$ cat src/hdl/sps_pkg.sv
// Constants shared by the servo poll status word logic.
// Assumes a single 250 MHz controller clock and an active-high async reset.
`default_nettype none

package sps_pkg;

  // ==========================================================================
  // Word layout
  localparam int FLAG_WIDTH = 16;

  localparam int BIT_IMM_CMD_DONE     = 15;
  localparam int BIT_NV_CHECKSUM      = 14;
  localparam int BIT_PROGRAM_DONE     = 13;
  localparam int BIT_CMD_FAULT        = 12;
  localparam int BIT_STOP_EXIT        = 11;
  localparam int BIT_SUPPLY_FAULT     = 10;
  localparam int BIT_HOLD_ERROR       = 9;
  localparam int BIT_MOVE_ERROR       = 8;
  localparam int BIT_RX_OVERFLOW      = 7;
  localparam int BIT_ARMED_HIT        = 6;
  localparam int BIT_RX_TOO_LONG      = 5;
  localparam int BIT_RX_FRAMING       = 4;
  localparam int BIT_SHUTDOWN         = 3;
  localparam int BIT_SOFT_LIMIT       = 2;
  localparam int BIT_RX_CHECKSUM      = 1;
  localparam int BIT_RX_ABORTED       = 0;

  // ==========================================================================
  // Values after reset and special masks
  localparam logic [FLAG_WIDTH-1:0] FLAGS_RESET    = 16'h0000;
  localparam logic [FLAG_WIDTH-1:0] CLEAR_ALL_MASK = 16'hFFFF;
  localparam logic                  REPLY_RESET    = 1'h0;

  // ==========================================================================
  // Serial receive limits
  localparam int RX_BUFFER_BYTES = 31;
  localparam int RX_COUNT_WIDTH  = 6;

  // ==========================================================================
  // Serial protocol modes
  typedef enum logic [1:0] {
    SPS_PROTO_ASCII   = 2'b00,
    SPS_PROTO_BINARY8 = 2'b01,
    SPS_PROTO_BINARY9 = 2'b10,
    SPS_PROTO_MODBUS  = 2'b11
  } sps_proto_type;

endpackage

`default_nettype wire

$ cat src/hdl/sps_flag_cell.sv
// One double-buffered latched flag of the poll status word.
// Assumes set, poll and clear come from logic on the same clock.
`default_nettype none

module sps_flag_cell
  import sps_pkg::*;
(
  input  wire logic clk,
  input  wire logic reset,
  input  wire logic set_event,
  input  wire logic poll,
  input  wire logic clear,
  output var  logic pending,
  output var  logic reported
);

  // ==========================================================================
  // Next values
  logic next_pending;
  logic next_reported;

  // Event lands in pending, so a clear in the same cycle cannot drop it
  assign next_pending  = set_event | (pending & ~poll);
  // Clear reaches only what a poll has already shown
  assign next_reported = (reported & ~clear) | (pending & poll);

  // ==========================================================================
  // State
  always_ff @(posedge clk or posedge reset) begin
    if (reset) begin
      pending  <= 1'b0;
      reported <= 1'b0;
    end else begin
      pending  <= next_pending;
      reported <= next_reported;
    end
  end

endmodule

`default_nettype wire

$ cat src/hdl/sps_poll_status.sv
// Servo poll status word: sixteen latched condition flags, poll and clear commands.
// Assumes all condition inputs and commands come from logic on the clk domain.
//
// Overview of operation
// - Word is sixteen bits, one condition each
// - Bit 15 sets on immediate command done
// - Bit 14 sets on memory checksum fault
// - Bit 13 sets when program buffer finishes
// - Bit 12 sets on command execution fault
// - Bit 11 sets on stop-condition motion exit
// - Bit 10 sets on under or overvoltage
// - Bit 9 sets on holding error limit
// - Bit 8 sets on moving error limit
// - Bit 7 sets on receive buffer overflow
// - Bit 6 sets on armed check condition
// - Bit 5 sets on packet over 31 bytes
// - Bit 4 sets on byte framing fault
// - Bit 3 sets on kill; clear always works
// - Bit 2 sets on soft stop limit
// - Bit 1 checksum fault, nine-bit and Modbus only
// - Bit 0 sets on data error or restart
// - Host may poll at any time
// - Only poll and clear commands exist
// - Bits latch until cleared by command
// - Poll replies ack if zero, else word
// - Clear mask clears chosen bits only
// - Double buffered: clear only reported bits
`default_nettype none

module sps_poll_status
  import sps_pkg::*;
#(
  parameter int COUNT_WIDTH = RX_COUNT_WIDTH
) (
  input  wire logic                  clk,
  input  wire logic                  reset,
  // Host commands
  input  wire logic                  status_query_cmd,
  input  wire logic                  status_clear_cmd,
  input  wire logic [FLAG_WIDTH-1:0] clear_mask,
  // Condition sources
  input  wire logic                  imm_cmd_done,
  input  wire logic                  nonvolatile_checksum_fault,
  input  wire logic                  program_cmds_done,
  input  wire logic                  cmd_exec_fault,
  input  wire logic                  stop_condition_exit,
  input  wire logic                  supply_undervolt,
  input  wire logic                  supply_overvolt,
  input  wire logic                  pos_err_over_hold,
  input  wire logic                  holding_state,
  input  wire logic                  pos_err_over_move,
  input  wire logic                  moving_state,
  input  wire logic                  rx_fifo_overflow,
  input  wire logic                  armed_condition_hit,
  input  wire logic                  internal_check_active,
  input  wire logic                  rx_byte_stb,
  input  wire logic [COUNT_WIDTH-1:0] rx_byte_count,
  input  wire logic                  rx_framing_fault,
  input  wire logic                  shutdown_condition_active,
  input  wire logic                  soft_limit_reached,
  input  wire logic                  rx_checksum_fault,
  input  wire logic [1:0]            protocol_mode,
  input  wire logic                  rx_data_fault,
  input  wire logic                  rx_packet_restart,
  // Host replies
  output var  logic                  reply_valid,
  output var  logic                  reply_ack,
  output var  logic [FLAG_WIDTH-1:0] reply_word,
  output logic      [FLAG_WIDTH-1:0] poll_condition_flags
);

  // ==========================================================================
  // Condition qualification
  sps_proto_type proto;
  logic          checksum_mode;
  logic          packet_too_long;
  logic          shutdown_prev;
  logic          shutdown_rise;
  logic          hold_violation;
  logic          move_violation;
  logic          supply_fault;
  logic          armed_hit_in_check;
  logic          packet_aborted;

  assign proto         = sps_proto_type'(protocol_mode);
  // Checksum exists only in the nine-bit binary and Modbus framings
  assign checksum_mode = (proto == SPS_PROTO_BINARY9) || (proto == SPS_PROTO_MODBUS);

  // Count includes the byte now strobed, so one past the buffer is too long
  assign packet_too_long = rx_byte_stb &&
                           (rx_byte_count > COUNT_WIDTH'(RX_BUFFER_BYTES));

  // Edge only: a persisting kill condition must not re-arm after a clear
  assign shutdown_rise = shutdown_condition_active & ~shutdown_prev;

  assign hold_violation     = pos_err_over_hold & holding_state;
  assign move_violation     = pos_err_over_move & moving_state;
  assign supply_fault       = supply_undervolt | supply_overvolt;
  assign armed_hit_in_check = armed_condition_hit & internal_check_active;
  assign packet_aborted     = rx_data_fault | rx_packet_restart;

  always_ff @(posedge clk or posedge reset) begin
    if (reset) begin
      shutdown_prev <= 1'b0;
    end else begin
      shutdown_prev <= shutdown_condition_active;
    end
  end

  // ==========================================================================
  // Event vector, one source per bit except bits 10 and 0, which OR two each
  logic [FLAG_WIDTH-1:0] event_vec;

  assign event_vec[BIT_IMM_CMD_DONE] = imm_cmd_done;
  assign event_vec[BIT_NV_CHECKSUM]  = nonvolatile_checksum_fault;
  assign event_vec[BIT_PROGRAM_DONE] = program_cmds_done;
  assign event_vec[BIT_CMD_FAULT]    = cmd_exec_fault;
  assign event_vec[BIT_STOP_EXIT]    = stop_condition_exit;
  assign event_vec[BIT_SUPPLY_FAULT] = supply_fault;
  assign event_vec[BIT_HOLD_ERROR]   = hold_violation;
  assign event_vec[BIT_MOVE_ERROR]   = move_violation;
  assign event_vec[BIT_RX_OVERFLOW]  = rx_fifo_overflow;
  assign event_vec[BIT_ARMED_HIT]    = armed_hit_in_check;
  assign event_vec[BIT_RX_TOO_LONG]  = packet_too_long;
  assign event_vec[BIT_RX_FRAMING]   = rx_framing_fault;
  assign event_vec[BIT_SHUTDOWN]     = shutdown_rise;
  assign event_vec[BIT_SOFT_LIMIT]   = soft_limit_reached;
  assign event_vec[BIT_RX_CHECKSUM]  = rx_checksum_fault & checksum_mode;
  assign event_vec[BIT_RX_ABORTED]   = packet_aborted;

  // ==========================================================================
  // Command decode
  logic                  poll;
  logic                  clear;
  logic [FLAG_WIDTH-1:0] clear_vec;

  // Poll accepted every cycle, motion or not
  assign poll      = status_query_cmd;
  assign clear     = status_clear_cmd;
  // A full mask of ones clears every reported bit
  assign clear_vec = clear_mask & {FLAG_WIDTH{clear}};

  // ==========================================================================
  // Flag storage
  logic [FLAG_WIDTH-1:0] pending;
  logic [FLAG_WIDTH-1:0] reported;
  logic [FLAG_WIDTH-1:0] word_now;

  genvar gi;
  generate
    for (gi = 0; gi < FLAG_WIDTH; gi++) begin : g_flag
      // Sixteen independent latches make up the word
      sps_flag_cell u_cell (
        .clk       (clk),
        .reset     (reset),
        .set_event (event_vec[gi]),
        .poll      (poll),
        .clear     (clear_vec[gi]),
        .pending   (pending[gi]),
        .reported  (reported[gi])
      );
    end
  endgenerate

  assign word_now             = pending | reported;
  assign poll_condition_flags = word_now;

  // ==========================================================================
  // Poll reply
  logic                  next_reply_ack;
  logic [FLAG_WIDTH-1:0] next_reply_word;

  // All-zero word answers with a bare acknowledge
  assign next_reply_ack  = (word_now == FLAGS_RESET);
  assign next_reply_word = poll ? word_now : reply_word;

  always_ff @(posedge clk or posedge reset) begin
    if (reset) begin
      reply_valid <= REPLY_RESET;
      reply_ack   <= REPLY_RESET;
      reply_word  <= FLAGS_RESET;
    end else begin
      reply_valid <= poll;
      reply_ack   <= poll ? next_reply_ack : reply_ack;
      reply_word  <= next_reply_word;
    end
  end

  // ==========================================================================
  // Checks

  set_latch_a : assert property (
    @(posedge clk) disable iff (reset)
    (event_vec != FLAGS_RESET) |=>
      ((word_now & $past(event_vec)) == $past(event_vec))
  ) else $error("event did not latch into the word");

  latch_keep_a : assert property (
    @(posedge clk) disable iff (reset)
    (!poll && !clear) |=> ((word_now & $past(word_now)) == $past(word_now))
  ) else $error("flag fell without a clear");

  set_wins_a : assert property (
    @(posedge clk) disable iff (reset)
    (clear && ((event_vec & clear_mask) != FLAGS_RESET)) |=>
      ((word_now & $past(event_vec)) == $past(event_vec))
  ) else $error("clear beat a simultaneous set");

  unread_keep_a : assert property (
    @(posedge clk) disable iff (reset)
    (clear && !poll) |=> ((pending & $past(pending)) == $past(pending))
  ) else $error("clear removed an unreported flag");

  mask_clear_a : assert property (
    @(posedge clk) disable iff (reset)
    (clear && !poll) |=>
      ((reported & $past(clear_mask)) == FLAGS_RESET) &&
      ((reported & ~$past(clear_mask)) == ($past(reported) & ~$past(clear_mask)))
  ) else $error("clear mask not applied exactly");

  reply_word_a : assert property (
    @(posedge clk) disable iff (reset)
    poll |=> reply_valid && (reply_word == $past(word_now)) &&
             (reply_ack == ($past(word_now) == FLAGS_RESET))
  ) else $error("poll reply wrong or late");

  reply_pulse_a : assert property (
    @(posedge clk) disable iff (reset)
    (!poll ##1 !poll) |-> !reply_valid
  ) else $error("reply without a poll");

  hold_gate_a : assert property (
    @(posedge clk) disable iff (reset)
    (pos_err_over_hold && !holding_state && !poll && !clear &&
     !word_now[BIT_HOLD_ERROR]) |=> !word_now[BIT_HOLD_ERROR]
  ) else $error("holding error set outside holding state");

  kill_edge_a : assert property (
    @(posedge clk) disable iff (reset)
    (shutdown_condition_active && $past(shutdown_condition_active) &&
     clear && clear_mask[BIT_SHUTDOWN] && !poll && !pending[BIT_SHUTDOWN]) |=>
      !word_now[BIT_SHUTDOWN]
  ) else $error("persisting kill condition re-set its flag");

  long_packet_a : assert property (
    @(posedge clk) disable iff (reset)
    (rx_byte_stb && (rx_byte_count > COUNT_WIDTH'(RX_BUFFER_BYTES))) |=>
      word_now[BIT_RX_TOO_LONG]
  ) else $error("overlong packet not flagged");

  checksum_mode_a : assert property (
    @(posedge clk) disable iff (reset)
    (!checksum_mode && !poll && !clear && !word_now[BIT_RX_CHECKSUM]) |=>
      !word_now[BIT_RX_CHECKSUM]
  ) else $error("checksum flag set in a mode without checksum");

  // ==========================================================================
  // Per-source set, gating, reply, poll and clear checks

  imm_done_set_a : assert property (
    @(posedge clk) disable iff (reset)
    imm_cmd_done |=> word_now[BIT_IMM_CMD_DONE]
  ) else $error("immediate command done not flagged");

  framing_set_a : assert property (
    @(posedge clk) disable iff (reset)
    rx_framing_fault |=> word_now[BIT_RX_FRAMING]
  ) else $error("framing fault not flagged");

  checksum_set_a : assert property (
    @(posedge clk) disable iff (reset)
    (rx_checksum_fault && protocol_mode[1]) |=> word_now[BIT_RX_CHECKSUM]
  ) else $error("checksum fault in checksum mode not flagged");

  supply_set_a : assert property (
    @(posedge clk) disable iff (reset)
    (supply_undervolt || supply_overvolt) |=> word_now[BIT_SUPPLY_FAULT]
  ) else $error("supply fault not flagged");

  hold_set_a : assert property (
    @(posedge clk) disable iff (reset)
    (pos_err_over_hold && holding_state) |=> word_now[BIT_HOLD_ERROR]
  ) else $error("holding error not flagged");

  move_set_a : assert property (
    @(posedge clk) disable iff (reset)
    (pos_err_over_move && moving_state) |=> word_now[BIT_MOVE_ERROR]
  ) else $error("moving error not flagged");

  abort_set_a : assert property (
    @(posedge clk) disable iff (reset)
    (rx_data_fault || rx_packet_restart) |=> word_now[BIT_RX_ABORTED]
  ) else $error("aborted packet not flagged");

  kill_set_a : assert property (
    @(posedge clk) disable iff (reset)
    (shutdown_condition_active && !$past(shutdown_condition_active)) |=>
      word_now[BIT_SHUTDOWN]
  ) else $error("kill condition onset not flagged");

  move_gate_a : assert property (
    @(posedge clk) disable iff (reset)
    (pos_err_over_move && !moving_state && !poll && !clear &&
     !word_now[BIT_MOVE_ERROR]) |=> !word_now[BIT_MOVE_ERROR]
  ) else $error("moving error set outside moving state");

  armed_gate_a : assert property (
    @(posedge clk) disable iff (reset)
    (armed_condition_hit && !internal_check_active && !poll && !clear &&
     !word_now[BIT_ARMED_HIT]) |=> !word_now[BIT_ARMED_HIT]
  ) else $error("armed condition flagged outside a check");

  short_packet_a : assert property (
    @(posedge clk) disable iff (reset)
    ((!rx_byte_stb || (rx_byte_count <= COUNT_WIDTH'(RX_BUFFER_BYTES))) && !poll && !clear &&
     !word_now[BIT_RX_TOO_LONG]) |=> !word_now[BIT_RX_TOO_LONG]
  ) else $error("packet within buffer size flagged too long");

  reply_stand_a : assert property (
    @(posedge clk) disable iff (reset)
    !poll |=> (reply_word == $past(reply_word)) && (reply_ack == $past(reply_ack))
  ) else $error("reply changed without a poll");

  poll_drain_a : assert property (
    @(posedge clk) disable iff (reset)
    poll |=> (pending == $past(event_vec))
  ) else $error("poll left stale unreported flags");

  poll_report_a : assert property (
    @(posedge clk) disable iff (reset)
    poll |=> ((reported & $past(pending)) == $past(pending))
  ) else $error("polled flag not moved to reported");

  unmasked_keep_a : assert property (
    @(posedge clk) disable iff (reset)
    clear |=>
      ((word_now & ~$past(clear_mask)) & $past(word_now)) ==
      ($past(word_now) & ~$past(clear_mask))
  ) else $error("clear removed a bit outside its mask");

endmodule

`default_nettype wire

$ cat config.mk
export PLATFORM = sky130hd
export DESIGN_NAME = sps_poll_status
export DESIGN_NICKNAME = d
export VERILOG_FILES = /design/src/hdl/sps_pkg.sv /design/src/hdl/sps_flag_cell.sv /design/src/hdl/sps_poll_status.sv
export SDC_FILE = /design/constraint.sdc
export NUM_CORES = 1
export LEC_CHECK = 0
export BUFFER_PORTS_ARGS = -buffer_cell sky130_fd_sc_hd__buf_4
export CAP_MARGIN = 15
export CORE_MARGIN = 2
export CORE_UTILIZATION = 50
export DETAILED_ROUTE_END_ITERATION = 10
export PLACE_DENSITY = 0.83
export SETUP_SLACK_MARGIN = 0.05
export SYNTH_ARGS = -nofsm -noshare
export SYNTH_HDL_FRONTEND = slang
export SYNTH_SLANG_ARGS = --single-unit
$ cat constraint.sdc
create_clock -name clk -period 3.96 [get_ports clk]
set_input_delay 0.396 -clock clk [delete_from_list [all_inputs] [get_ports clk]]
set_output_delay 0.396 -clock clk [all_outputs]
set_load 0.01 [all_outputs]
==> impl_metrics.ini <==
[routing]
drc = 0
drt_iter0_drc = 55
viasPerCell = 5.23
wl_um = 4130
drtPass1Iterations = 4
postRouteAntennaNets = 0
wl_per_cell_um = 14.2
num_vias = 1523

[final_layout]
nFillCells = 316
syn_to_final_growth_pct = 33.2
stdcell_count = 291
nets = 291
drive_gt1_frac = 0.411
antennaDiodeCount = 0

[critical_path]
critPathRequiredTime_ns = 3.56
crit_type = reg2out
worst_ep_arrival_time_ns = 1.18
slowest_delay_ns = 0.42
path_cells = or2_2 > buf_4
cp_max_fo = 4
endpoint_kind = output pin
critPathLaunchType = flip-flop
crit_slowest_cell = dfrtp_1

[timing]
finClkSkew_ns = 0.00382
relSlewSlack = 0.327
setup_viol = 0
timing.fmax_mhz = 635
final_max_slew_viol_count = 0
rsz0062_at_grt = no
min_period_over_period = 0.398
tns_ns = 0
period_needed_ns = 1.58
hold_violations = 0
tightest_slew_ns = 1.01

[clock_network]
post_cts_buffers = 0
h-tree-depth = 2
clock-root-buffer = clkbuf_8
tritoncts_num_sinks = 51
clkLatencyLatePin_ns = 0.29
holdBufCountCts = 0
ctsResizeCount = 0
clk_path_buf_depth = 2
path_clk_slew_ns = 0.08
cts_buffers = 5
tritoncts = done

[floorplan]
start_util = 0.511
rows = 23
fp.dieH_um = 67.5
core_area_um2 = 3940
ios = 83
die-area_um2 = 4550
fp.dieW_um = 67.5

[power_and_ir_drop]
p_switching_w = 0.000265
p_clk_frac = 0.250
p_leak_nw = 1.23
seq_power_share = 0.573
peakVddDrop_mv = 0.275
p_comb_frac = 0.177
powerDensity_nw_per_um2 = 394
internal_power_w = 0.000793
switching_share = 0.251

[grt]
grt_pass1_wl_um = 6720
grt_max_degree = 52
grt_use_total = 0.199
grt_pass1_vias = 1468
antenna_found_initial = 0
gr-total-overflow = 0

[status]
status = finished clean

[yosys]
syn-instance-count = 167
synthesis.area_um2 = 2010
ys_ff_latch = 51
seq_area_frac_synth = 0.634
synth_nets = 216
yosysUniqueCellTypes = 19
avgSynthCellArea_um2 = 12.1
yosys_warnings = 0

[placement]
place_inst = 285
detailed_place_hpwl_um = 2980
numPortBuffers = 76
place_congestion = 0.788

[min_path]
hold_path_class = in2reg

[run]
maxCapViolations = 0
==> state kept, by name (all words and copies together), names as in the netlist <==
name,count
g_flag.u_cell.reported,16
reply_word,16
g_flag.u_cell.pending,16
shutdown_prev,1
reply_ack,1
reply_valid,1
==> area by class of cell <==
class | count | area (µm²) | share of cell area
tap | 50 | 62.6 | 0.0233
clock buffer | 6 | 72.6 | 0.0270
timing repair buffer | 76 | 571 | 0.213
sequential | 51 | 1280 | 0.476
multi-input combinational | 97 | 661 | 0.246
inverter | 11 | 41.3 | 0.0154
==> worst max-delay path: cells and delay by family (launching register included) <==
kind          cells  cell delay, ns
buf+inv           1            0.15
flops             1            0.42
simple gates      1            0.32
==> per-layer routing <==
metal	global-route usage	routed length [µm]	vias up
met1	0.263	1730	762
met5	0	0	-
li1	-	-	724
met3	0.0433	166	5
met2	0.328	2200	32
met4	0.0638	38	0
==> power by group through the flow <==
stage                     registers [W]  clock network (W)  logic [W]
after detailed placement       0.000616                  0   0.000191
after global placement         0.000615                  0   0.000186
after global routing           0.000614           0.000297   0.000205
after CTS                      0.000607           0.000273   0.000191
final                          0.000607           0.000265   0.000187
after floorplan                0.000618                  0  0.0000865
==> worst paths after layout <==
kind                       slack [ns]                      start                        to  cells past startpoint
max                              2.38  g_flag[11].u_cell.pending  poll_condition_flags[11]                      2
min                              0.22  shutdown_condition_active             shutdown_prev                      1
max reg2reg                      2.62  g_flag[11].u_cell.pending                 reply_ack                      3
min reg2reg                      0.49              reply_word[9]             reply_word[9]                      1
max in group asynchronous        2.99                      reset  g_flag[0].u_cell.pending                      2
min in group asynchronous        0.35                      reset  g_flag[5].u_cell.pending                      2
==> cells by family (layout without fill, tap and decap cells) <==
family / Yosys count / after routing / synth area share
buffers and inverters: 19 / 93 / 0.0385
DFF: 51 / 51 / 0.634
AOI/OAI and AO/OA: 41 / 41 / 0.163
muxes: 8 / 8 / 0.0447
and+or+nand+nor: 48 / 48 / 0.121
==> synthesized netlist by cell type <==
library cell,n,area [µm²]
or2_1,3,18.8
inv_2,1,3.75
nor4_2,4,50.1
a211o_1,1,8.76
a211o_2,1,10.0
mux2_1,3,33.8
clkbuf_1,3,11.3
o41ai_2,1,16.3
buf_2,5,25.0
a21o_1,8,60.1
nor2_1,16,60.1
or2_2,5,31.3
nand4_1,3,18.8
dfrtp_1,51,1280
inv_1,10,37.5
mux2_2,5,56.3
nand2_1,17,63.8
a22o_1,22,193
a21oi_1,8,40.0
==> placed cells by master (no fill, tap or decap) <==
master,instances
a211o_2,1
a22o_1,22
a211o_1,1
clkbuf_1,1
inv_2,2
o41ai_2,1
nor4_2,4
or2_1,3
clkbuf_8,5
nor2_1,16
or2_2,5
a21o_1,8
nand4_1,3
mux2_1,3
dfrtp_1,51
nand2_1,17
buf_4,76
inv_1,9
a21oi_1,8
mux2_2,5
==> stage by stage <==
| stage | util | cell area (µm²) | total power, W | hold slack, ns | setup WS, ns |
|---|---|---|---|---|---|
| floorplan | - | 2010 | 0.000704 | 0.427 | 2.33 |
| global placement | 0.662 | 2610 | 0.000801 | 0.470 | 2.41 |
| detailed placement | 0.662 | 2610 | 0.000807 | 0.480 | 2.37 |
| CTS | 0.681 | 2680 | 0.00107 | 0.214 | 2.37 |
| global route | 0.681 | 2680 | 0.00112 | 0.208 | 2.32 |
| finish | 0.681 | 2680 | 0.00106 | 0.223 | 2.38 |
Note: power is estimated with default switching activity, not from simulation.
